`config.mk`:
```
export PLATFORM = sky130hd
export DESIGN_NAME = papc_port_a
export DESIGN_NICKNAME = d
export VERILOG_FILES = /design/src/rtl/papc_pkg.sv /design/src/rtl/papc_port_a.sv
export SDC_FILE = /design/constraint.sdc
export NUM_CORES = 1
export LEC_CHECK = 0
export BUFFER_PORTS_ARGS = -buffer_cell sky130_fd_sc_hd__buf_2
export CAP_MARGIN = 20
export CORE_ASPECT_RATIO = 0.8
export CORE_MARGIN = 2
export CORE_UTILIZATION = 29
export DETAILED_ROUTE_END_ITERATION = 10
export GPL_TIMING_DRIVEN = 1
export HOLD_SLACK_MARGIN = 0.15
export PLACE_DENSITY = 0.63
export SYNTH_ARGS = -nofsm -noshare
export SYNTH_HDL_FRONTEND = slang
export SYNTH_SLANG_ARGS = --single-unit
```
`constraint.sdc`:
```
create_clock -name clk -period 1.85 [get_ports clk]
set_clock_uncertainty 0.1 [all_clocks]
set_input_delay 0.37 -clock clk [delete_from_list [all_inputs] [get_ports clk]]
set_output_delay 0.37 -clock clk [all_outputs]
set_load 0.05 [all_outputs]
```
`src/rtl/papc_pkg.sv`:
```
// papc_pkg: register map, field positions and reset values of the port A
// override and pull-up control block; assumes a 32-bit Avalon-MM word bus.
package papc_pkg;
  // register byte offsets
  localparam logic [4:0] OFS_PIN_IN    = 5'h00;
  localparam logic [4:0] OFS_PIN_DIR   = 5'h04;
  localparam logic [4:0] OFS_PIN_OUT   = 5'h08;
  localparam logic [4:0] OFS_MCU_CTRL  = 5'h0C;
  localparam logic [4:0] OFS_PORT_CTRL = 5'h10;

  // mcu_control fields
  localparam int MCU_PUD_BIT   = 4;
  localparam int MCU_BODSE_BIT = 5;
  localparam int MCU_BODS_BIT  = 6;
  localparam logic [7:0] MCU_CTRL_MASK  = 8'h70;
  localparam logic [7:0] MCU_CTRL_RESET = 8'h00;

  // port_control fields (port A uses index 0, second port index 1)
  localparam int PC_PUD_A_BIT = 0;
  localparam int PC_PUD_B_BIT = 1;
  localparam int PC_BBM_A_BIT = 4;
  localparam int PC_BBM_B_BIT = 5;
  localparam logic [7:0] PORT_CTRL_MASK  = 8'h33;
  localparam logic [7:0] PORT_CTRL_RESET = 8'h00;

  // pin register reset values
  localparam logic [7:0] PIN_DIR_RESET = 8'h00;
  localparam logic [7:0] PIN_OUT_RESET = 8'h00;

  // pin positions of alternate functions
  localparam int PIN_MISO = 2;
  localparam int PIN_MOSI = 4;
  localparam int PIN_SCK  = 5;
  localparam int PIN_SSEL = 6;
  localparam int PIN_REF  = 7;
endpackage : papc_pkg

```
`src/rtl/papc_port_a.sv`:
```
// papc_port_a: pull-up control and alternate-function override of port A,
// with its direction, output and control registers on an Avalon-MM slave.
// assumes peripheral controls come from logic on clk; pins are asynchronous.
//
// Summary of operation
// - global pull-up disable bit forces every port pull-up off.
// - break-before-make inserts one tri-state cycle when a pin turns output.
// - port-wise pull-up disable turns off all pull-ups of that port.
// - effective pull-up disable is port-wise bit OR global bit.
// - reference output with internal reference disables pin 7 pull-up and driver.
// - external reference or bypass use disables pin 7 pull-up and driver.
// - SPI slave forces pin 6 slave select to input.
// - slave SPI active only while external master holds select low.
// - SPI master leaves pin 6 direction to its direction bit.
// - SPI slave forces pin 5 serial clock to input.
// - SPI master leaves pin 5 direction to its direction bit.
// - pins forced to input by SPI keep pull-up from output bit.
// - pin 4 forced input as slave, follows its direction bit as master.
// - three-wire data output replaces pin 2 value unless SPI slave, driven only when direction one.
// - pin 2 input in three-wire mode keeps pull-up from output bit.
// - SPI master forces pin 2 to input.
// - SPI slave leaves pin 2 direction to its direction bit.
// - default pull-up on when direction zero, output one, disable zero.
//
// Local design decisions: the register offsets and the Avalon-MM interface to the registers.
`timescale 1ns/100ps
module papc_port_a (
  // clock and reset
  input  wire logic        clk,
  input  wire logic        rstn,
  // avalon-mm slave
  input  wire logic [4:0]  avs_address,
  input  wire logic        avs_read,
  input  wire logic        avs_write,
  input  wire logic [31:0] avs_writedata,
  input  wire logic [3:0]  avs_byteenable,
  output logic      [31:0] avs_readdata,
  output logic             avs_waitrequest,
  // peripheral controls
  input  wire logic        spi_en,
  input  wire logic        spi_master,
  input  wire logic        spi_sck_out,
  input  wire logic        spi_mosi_out,
  input  wire logic        spi_miso_out,
  input  wire logic        usi_three_wire,
  input  wire logic        usi_data_out,
  input  wire logic        timer0_compare_en,
  input  wire logic        timer0_compare_out,
  input  wire logic        ref_output_en,
  input  wire logic        adc_ref_internal,
  input  wire logic        ext_ref_input,
  // pins
  input  wire logic [7:0]  pin_in,
  output logic      [7:0]  pin_out,
  output logic      [7:0]  pin_oe,
  output logic      [7:0]  pin_pullup,
  // peripheral side
  input  wire logic        spi_slave_active_dummy,
  output logic      [7:0]  pin_level,
  output logic             spi_slave_active,
  output logic             portb_pullup_off,
  output logic             bod_sleep,
  output logic             bod_sleep_en
);

  // registers
  logic [7:0]  pin_dir_bit_ff;
  logic [7:0]  pin_out_bit_ff;
  logic [7:0]  dir_q_ff;
  logic [7:0]  mcu_control_ff;
  logic [7:0]  port_control_ff;
  logic [7:0]  sync1_ff;
  logic [7:0]  sync2_ff;
  logic [7:0]  sync3_ff;
  logic [7:0]  pin_level_ff;
  logic [7:0]  pin_out_ff;
  logic [7:0]  pin_oe_ff;
  logic [7:0]  pin_pullup_ff;
  logic [31:0] readdata_ff;
  logic        waitrequest_ff;
  logic        slave_active_ff;
  logic        portb_off_ff;

  // pull-up when input, output bit one and not disabled
  function automatic logic [7:0] pullup_calc(input logic [7:0] oe, input logic [7:0] val,
                                             input logic off);
    pullup_calc = ~oe & val & {8{~off}};
  endfunction : pullup_calc

  // bus decode
  wire       req        = avs_read | avs_write;
  wire       take       = req & waitrequest_ff;
  wire       wr_commit  = avs_write & ~waitrequest_ff & avs_byteenable[0];
  wire       sel_in     = (avs_address == papc_pkg::OFS_PIN_IN);
  wire       sel_dir    = (avs_address == papc_pkg::OFS_PIN_DIR);
  wire       sel_out    = (avs_address == papc_pkg::OFS_PIN_OUT);
  wire       sel_mcu    = (avs_address == papc_pkg::OFS_MCU_CTRL);
  wire       sel_pc     = (avs_address == papc_pkg::OFS_PORT_CTRL);
  wire [7:0] wbyte      = avs_writedata[7:0];
  wire [7:0] rd_byte    = sel_in  ? pin_level_ff :
                          sel_dir ? pin_dir_bit_ff :
                          sel_out ? pin_out_bit_ff :
                          sel_mcu ? mcu_control_ff :
                          sel_pc  ? port_control_ff : 8'h00;
  wire       nxt_waitrequest = ~take;

  // pull-up disables
  wire       pullup_off = mcu_control_ff[papc_pkg::MCU_PUD_BIT]
                        | port_control_ff[papc_pkg::PC_PUD_A_BIT];
  wire       pb_off     = mcu_control_ff[papc_pkg::MCU_PUD_BIT]
                        | port_control_ff[papc_pkg::PC_PUD_B_BIT];
  wire       bbm_en     = port_control_ff[papc_pkg::PC_BBM_A_BIT];

  // peripheral modes
  wire       spi_slv    = spi_en & ~spi_master;
  wire       spi_mst    = spi_en & spi_master;
  wire       ref_off    = (ref_output_en & adc_ref_internal)
                        | ext_ref_input;

  // direction after overrides; master leaves pins 6,5,4 to their bits
  wire [7:0] force_in;
  assign force_in[papc_pkg::PIN_SSEL] = spi_slv;
  assign force_in[papc_pkg::PIN_SCK]  = spi_slv;
  assign force_in[papc_pkg::PIN_MOSI] = spi_slv;
  assign force_in[papc_pkg::PIN_MISO] = spi_mst;
  assign force_in[papc_pkg::PIN_REF]  = ref_off;
  assign force_in[3]                  = 1'b0;
  assign force_in[1:0]                = 2'b00;
  wire [7:0] dir_eff    = pin_dir_bit_ff & ~force_in;

  // break-before-make: hold tri-state one cycle on a rising direction bit
  wire [7:0] dir_rise   = pin_dir_bit_ff & ~dir_q_ff;
  wire [7:0] nxt_oe     = dir_eff & ~({8{bbm_en}} & dir_rise);

  // driven value with peripheral substitution
  wire       miso_val   = spi_slv        ? spi_miso_out :
                          usi_three_wire ? usi_data_out :
                          timer0_compare_en ? timer0_compare_out :
                          pin_out_bit_ff[papc_pkg::PIN_MISO];
  wire [7:0] val_eff;
  assign val_eff[7:6]              = pin_out_bit_ff[7:6];
  assign val_eff[papc_pkg::PIN_SCK]  = spi_mst ? spi_sck_out : pin_out_bit_ff[5];
  assign val_eff[papc_pkg::PIN_MOSI] = spi_mst ? spi_mosi_out : pin_out_bit_ff[4];
  assign val_eff[3]                = pin_out_bit_ff[3];
  assign val_eff[papc_pkg::PIN_MISO] = miso_val;
  assign val_eff[1:0]              = pin_out_bit_ff[1:0];

  // pull-up from the output bit, also on forced inputs; off on reference pin
  wire [7:0] pull_raw   = pullup_calc(dir_eff, pin_out_bit_ff, pullup_off);
  wire [7:0] nxt_pullup = pull_raw & ~{ref_off, 7'h00};

  // slave select sampled low while slave enabled
  wire       nxt_slave_active = spi_slv & ~pin_level_ff[papc_pkg::PIN_SSEL];

  // pin input synchroniser, change taken when stages two and three agree
  wire [7:0] nxt_level  = (sync2_ff & sync3_ff) | (pin_level_ff & (sync2_ff | sync3_ff));

  always_ff @(posedge clk) begin
    if (!rstn) begin
      sync1_ff     <= 8'h00;
      sync2_ff     <= 8'h00;
      sync3_ff     <= 8'h00;
      pin_level_ff <= 8'h00;
    end else begin
      sync1_ff     <= pin_in;
      sync2_ff     <= sync1_ff;
      sync3_ff     <= sync2_ff;
      pin_level_ff <= nxt_level;
    end
  end

  // software registers
  always_ff @(posedge clk) begin
    if (!rstn) begin
      pin_dir_bit_ff  <= papc_pkg::PIN_DIR_RESET;
      pin_out_bit_ff  <= papc_pkg::PIN_OUT_RESET;
      mcu_control_ff  <= papc_pkg::MCU_CTRL_RESET;
      port_control_ff <= papc_pkg::PORT_CTRL_RESET;
    end else if (wr_commit) begin
      if (sel_dir) pin_dir_bit_ff <= wbyte;
      if (sel_out) pin_out_bit_ff <= wbyte;
      if (sel_mcu) mcu_control_ff <= wbyte & papc_pkg::MCU_CTRL_MASK;
      if (sel_pc)  port_control_ff <= wbyte & papc_pkg::PORT_CTRL_MASK;
    end
  end

  // bus answer
  always_ff @(posedge clk) begin
    if (!rstn) begin
      waitrequest_ff <= 1'b1;
      readdata_ff    <= 32'h0000_0000;
    end else begin
      waitrequest_ff <= nxt_waitrequest;
      if (take && avs_read) readdata_ff <= {24'h00_0000, rd_byte};
    end
  end

  // pin drive
  always_ff @(posedge clk) begin
    if (!rstn) begin
      dir_q_ff        <= 8'h00;
      pin_oe_ff       <= 8'h00;
      pin_out_ff      <= 8'h00;
      pin_pullup_ff   <= 8'h00;
      slave_active_ff <= 1'b0;
      portb_off_ff    <= 1'b0;
    end else begin
      dir_q_ff        <= pin_dir_bit_ff;
      pin_oe_ff       <= nxt_oe;
      pin_out_ff      <= val_eff;
      pin_pullup_ff   <= nxt_pullup;
      slave_active_ff <= nxt_slave_active;
      portb_off_ff    <= pb_off;
    end
  end

  assign avs_readdata     = readdata_ff;
  assign avs_waitrequest  = waitrequest_ff;
  assign pin_out          = pin_out_ff;
  assign pin_oe           = pin_oe_ff;
  assign pin_pullup       = pin_pullup_ff;
  assign pin_level        = pin_level_ff;
  assign spi_slave_active = slave_active_ff;
  assign portb_pullup_off = portb_off_ff;
  assign bod_sleep        = mcu_control_ff[papc_pkg::MCU_BODS_BIT];
  assign bod_sleep_en     = mcu_control_ff[papc_pkg::MCU_BODSE_BIT];

endmodule : papc_port_a

```
==> impl_metrics.prom <==
# TYPE chip_impl_metric gauge
chip_impl_metric{name="remaining_drc_errors",unit=""} 0
chip_impl_metric{name="max_freq",unit="MHz"} 577.0
chip_impl_metric{name="synthesis.yosys.warnings",unit=""} 0
chip_impl_metric{name="async_reset_ff_share",unit="%"} 0
chip_impl_metric{name="netSwitchingFraction",unit="%"} 23.33
chip_impl_metric{name="avgSynthCellArea",unit="um^2"} 10.25
chip_impl_metric{name="total_switching_power",unit="mW"} 1.026
chip_impl_metric{name="synth.lib_cells_used.distinct",unit=""} 35
chip_impl_metric{name="groute.usage.overall",unit="%"} 12.89
chip_impl_metric{name="setup-tns-final",unit="ns"} 0
chip_impl_metric{name="clock_tree.buffer_depth",unit=""} 2
chip_impl_metric{name="clock_power_share",unit="%"} 42.6
chip_impl_metric{name="core-area",unit="um^2"} 12210
chip_impl_info{name="timing.rr.end",value="port_control_ff[0]"} 1
chip_impl_metric{name="final_util",unit="%"} 38.44
chip_impl_metric{name="rows",unit=""} 36
chip_impl_metric{name="drt_pre_antenna_iters",unit=""} 4
chip_impl_info{name="post_synthesis_cell_type_with_the_largest_combined_area",value="sky130_fd_sc_hd__dfxtp_1"} 1
chip_impl_metric{name="worst_ep_required_time",unit="ns"} 1.98
chip_impl_info{name="rsz0062_at_grt",value="false"} 1
chip_impl_info{name="worst_hold_startpoint",value="spi_miso_out"} 1
chip_impl_metric{name="layoutNonFillerInstCount",unit=""} 639
chip_impl_metric{name="num_vias",unit=""} 2738
chip_impl_metric{name="dieArea",unit="um^2"} 13500
chip_impl_metric{name="cap_violations",unit=""} 0
chip_impl_metric{name="ir_worst_vdd",unit="uV"} 504.4
chip_impl_metric{name="cts_setup_buffers",unit=""} 0
chip_impl_metric{name="worst-endpoint-arrival",unit="ns"} 1.87
chip_impl_metric{name="htree_levels",unit=""} 3
chip_impl_metric{name="hpwl",unit="um"} 6302
chip_impl_metric{name="power.static_leakage",unit="nW"} 1.997
chip_impl_metric{name="boundaryPins",unit=""} 135
chip_impl_metric{name="postSynthRegisterBits",unit=""} 98
chip_impl_metric{name="placedInstanceArea",unit="um^2"} 4288
chip_impl_metric{name="setup-violations-final",unit=""} 0
chip_impl_metric{name="comb_power_share",unit="%"} 8.4
chip_impl_metric{name="critical_path_peak_fanout",unit=""} 5
chip_impl_info{name="crit-reg2reg-launch",value="avs_waitrequest"} 1
chip_impl_metric{name="dieHeight",unit="um"} 104.3
chip_impl_metric{name="power_density",unit="nW/um^2"} 937.0
chip_impl_metric{name="synthesis.area",unit="um^2"} 3647
chip_impl_metric{name="start_util",unit="%"} 29.88
chip_impl_metric{name="path_clk_slew",unit="ns"} 0.06
chip_impl_metric{name="synth_edf_count",unit=""} 0
chip_impl_metric{name="count_of_input_and_output_buffers",unit=""} 82
chip_impl_metric{name="pre_cts_ws",unit="ns"} -0.1796
chip_impl_metric{name="synth.yosys.seq_area_share",unit="%"} 53.79
chip_impl_metric{name="grt_max_degree",unit=""} 26
chip_impl_metric{name="dp_cells",unit=""} 614
chip_impl_metric{name="final_min_period_over_clock_period",unit="%"} 93.68
chip_impl_metric{name="first_global_vias",unit=""} 2613
chip_impl_metric{name="layout_min_cycle_time",unit="ns"} 1.733
chip_impl_metric{name="hold_violations",unit=""} 0
chip_impl_info{name="critical_path.startpoint_type",value="flop"} 1
chip_impl_info{name="synthTopCellsByArea",value="sky130_fd_sc_hd__dfxtp_1 54%, sky130_fd_sc_hd__mux2i_1 7.4%, sky130_fd_sc_hd__and2_1 6.7%, sky130_fd_sc_hd__buf_4 4.9%, sky130_fd_sc_hd__nor2b_1 4.3%"} 1
chip_impl_metric{name="dr.first_iter.drc_count",unit=""} 106
chip_impl_metric{name="area.growth.synth_to_final",unit="%"} 28.64
chip_impl_metric{name="synthesized_instance_count",unit=""} 356
chip_impl_info{name="worstHoldPathType",value="input port to flop"} 1
chip_impl_info{name="run_status",value="complete, no violations"} 1
chip_impl_metric{name="fin_area",unit="um^2"} 4692
chip_impl_info{name="cts_tree",value="yes"} 1
chip_impl_metric{name="cts_inserted_buffers",unit=""} 9
chip_impl_metric{name="drive_gt1_share",unit="%"} 26.71
chip_impl_metric{name="detail_route.vias_per_cell",unit=""} 4.285
chip_impl_metric{name="die-width",unit="um"} 129.4
chip_impl_metric{name="final_max_slew_viol_count",unit=""} 0
chip_impl_info{name="synth.top_cells.by_count",value="98 x sky130_fd_sc_hd__dfxtp_1, 39 x sky130_fd_sc_hd__and2_1, 28 x sky130_fd_sc_hd__nand2_1"} 1
chip_impl_metric{name="ff2ff_setup_slack",unit="ns"} 0.12
chip_impl_metric{name="layout_setup_ws",unit="ns"} 0.1170
chip_impl_metric{name="grt_overflow_total",unit=""} 0
chip_impl_metric{name="internal_power",unit="mW"} 3.371
chip_impl_metric{name="num_antenna_cells",unit=""} 0
chip_impl_metric{name="netlist.area_leader.share",unit="%"} 53.79
chip_impl_info{name="cts-root-buf",value="sky130_fd_sc_hd__clkbuf_16"} 1
chip_impl_metric{name="global_route_wire_length_before_repair",unit="um"} 13190
chip_impl_metric{name="clock_latency_on_the_worst_skew_pair",unit="ns"} 0.34
chip_impl_metric{name="layout.nets",unit=""} 530
chip_impl_metric{name="hold_depth",unit=""} 3
chip_impl_metric{name="postRouteAntennaNets",unit=""} 0
chip_impl_metric{name="grt_antenna_before_repair",unit=""} 1
chip_impl_metric{name="finalWeightedCongestion",unit=""} 0.8297
chip_impl_metric{name="route.detailed.wl_per_inst",unit="um"} 13.16
chip_impl_info{name="timing.setup.critical_path_class",value="flop to flop"} 1
chip_impl_metric{name="drt-total-wl",unit="um"} 8410
chip_impl_metric{name="ff2ff_path_depth",unit=""} 4
chip_impl_info{name="terminating_pin_of_the_worst_hold_path",value="pin_out[2]"} 1
chip_impl_info{name="synth_flop_type",value="sky130_fd_sc_hd__dfxtp_1"} 1
chip_impl_info{name="yosysMostFrequentCell",value="sky130_fd_sc_hd__dfxtp_1"} 1
chip_impl_metric{name="cts.sink_count",unit=""} 98
chip_impl_metric{name="seq_power_share",unit="%"} 49.0
chip_impl_info{name="crit_path_end_kind",value="flop"} 1
==> metrics by stage <==
stage | hold slack, ns | power (mW)
2_1_floorplan | 0.3052 | 2.480
5_1_grt | 0.2131 | 4.559
4_1_cts | 0.1895 | 4.463
6_report | 0.1979 | 4.397
3_5_place_dp | 0.3133 | 2.553
3_3_place_gp | 0.3148 | 2.547
==> timing repair <==
action                                  CTS  global route
resized for setup                         0             0
hold endpoints to repair                  9             0
hold buffers                             10             0
endpoints found under the setup margin    0             0
==> power groups by stage <==
| stage | clock (mW) | sequential, mW | combinational (mW) |
|---|---|---|---|
| 2_1_floorplan | 0 | 2.24 | 0.244 |
| 3_3_place_gp | 0 | 2.20 | 0.345 |
| 3_5_place_dp | 0 | 2.20 | 0.350 |
| 4_1_cts | 1.94 | 2.15 | 0.367 |
| 5_1_grt | 2.01 | 2.16 | 0.394 |
| 6_report | 1.87 | 2.16 | 0.367 |
==> metal layers <==
metal  wire length (um)  track usage (%)
met4                113            4.658
met3                599            5.350
met2               3877            20.38
met5                 13                0
met1               3806            15.65
==> worst max-delay path, stage by stage (launching register included) <==
cell                       delay [ns]
sky130_fd_sc_hd__dfxtp_2         0.34
sky130_fd_sc_hd__nand3b_1        0.25
sky130_fd_sc_hd__or4b_1          0.66
sky130_fd_sc_hd__mux2i_1         0.22
sky130_fd_sc_hd__nor2b_1         0.06
==> worst max-delay path by stage <==
stage	endpoint	depth (start not counted)	from	slack (ns)
after floorplan	pin_dir_bit_ff[0]	5	avs_address[4]	0.003
after global placement	pin_out_bit_ff[3]	7	avs_address[1]	-0.16
after detailed placement	port_control_ff[0]	5	avs_address[1]	-0.18
after CTS	port_control_ff[0]	4	avs_waitrequest	0.11
after global routing	port_control_ff[0]	4	avs_waitrequest	0.04
final	port_control_ff[0]	4	avs_waitrequest	0.12
==> sequential cells by signal, indices dropped and copies added (netlist names) <==
name	flops
pin_pullup	8
dir_q_ff	8
sync1_ff	8
port_control_ff	4
pin_oe	8
avs_waitrequest	1
spi_slave_active	1
avs_readdata	8
mcu_control_ff	3
pin_out	8
sync3_ff	8
pin_level	8
portb_pullup_off	1
sync2_ff	8
pin_dir_bit_ff	8
pin_out_bit_ff	8
==> logic make-up (layout without fill, tap and decap cells) <==
family | count (synthesis) | in the layout | share of synthesized area (%)
multiplexers | 28 | 28 | 8.027
flip-flops | 98 | 98 | 53.79
other | 1 | 24 | 0.1028
AND/OR/NAND/NOR | 130 | 130 | 20.58
buffers and inverters | 41 | 130 | 6.758
AO/OA/AOI/OAI | 58 | 58 | 10.74
==> layout by cell type, fill, tap and decap left out, types with 3 or more instances in the layout <==
master                          instances
sky130_fd_sc_hd__a2bb2oi_1              3
sky130_fd_sc_hd__nor2b_1               25
sky130_fd_sc_hd__nand2_1               28
sky130_fd_sc_hd__buf_2                 82
sky130_fd_sc_hd__o21a_1                 4
sky130_fd_sc_hd__clkbuf_16              9
sky130_fd_sc_hd__nand2b_1               5
sky130_fd_sc_hd__a21oi_1                6
sky130_fd_sc_hd__and3_1                 4
sky130_fd_sc_hd__buf_4                 21
sky130_fd_sc_hd__conb_1                24
sky130_fd_sc_hd__a21boi_0              13
sky130_fd_sc_hd__o21ai_0               19
sky130_fd_sc_hd__and2_1                39
sky130_fd_sc_hd__nor3b_1                5
sky130_fd_sc_hd__nand3b_1               5
sky130_fd_sc_hd__dfxtp_1               97
sky130_fd_sc_hd__mux2i_1               27
sky130_fd_sc_hd__o211ai_1               4
sky130_fd_sc_hd__nor2_1                 8
sky130_fd_sc_hd__dlygate4sd3_1         10
==> layout make-up <==
| cell class | instances | area [um^2] |
|---|---|---|
| well taps | 171 | 214.0 |
| inverters | 2 | 7.507 |
| fillers | 1208 | 7515 |
| clock buffers | 11 | 252.7 |
| multi-input cells | 240 | 1535 |
| clock inverters | 4 | 51.30 |
| flip-flops and latches | 98 | 1963 |
| repair buffers | 113 | 668.1 |
(Power assumes the default switching activity.)
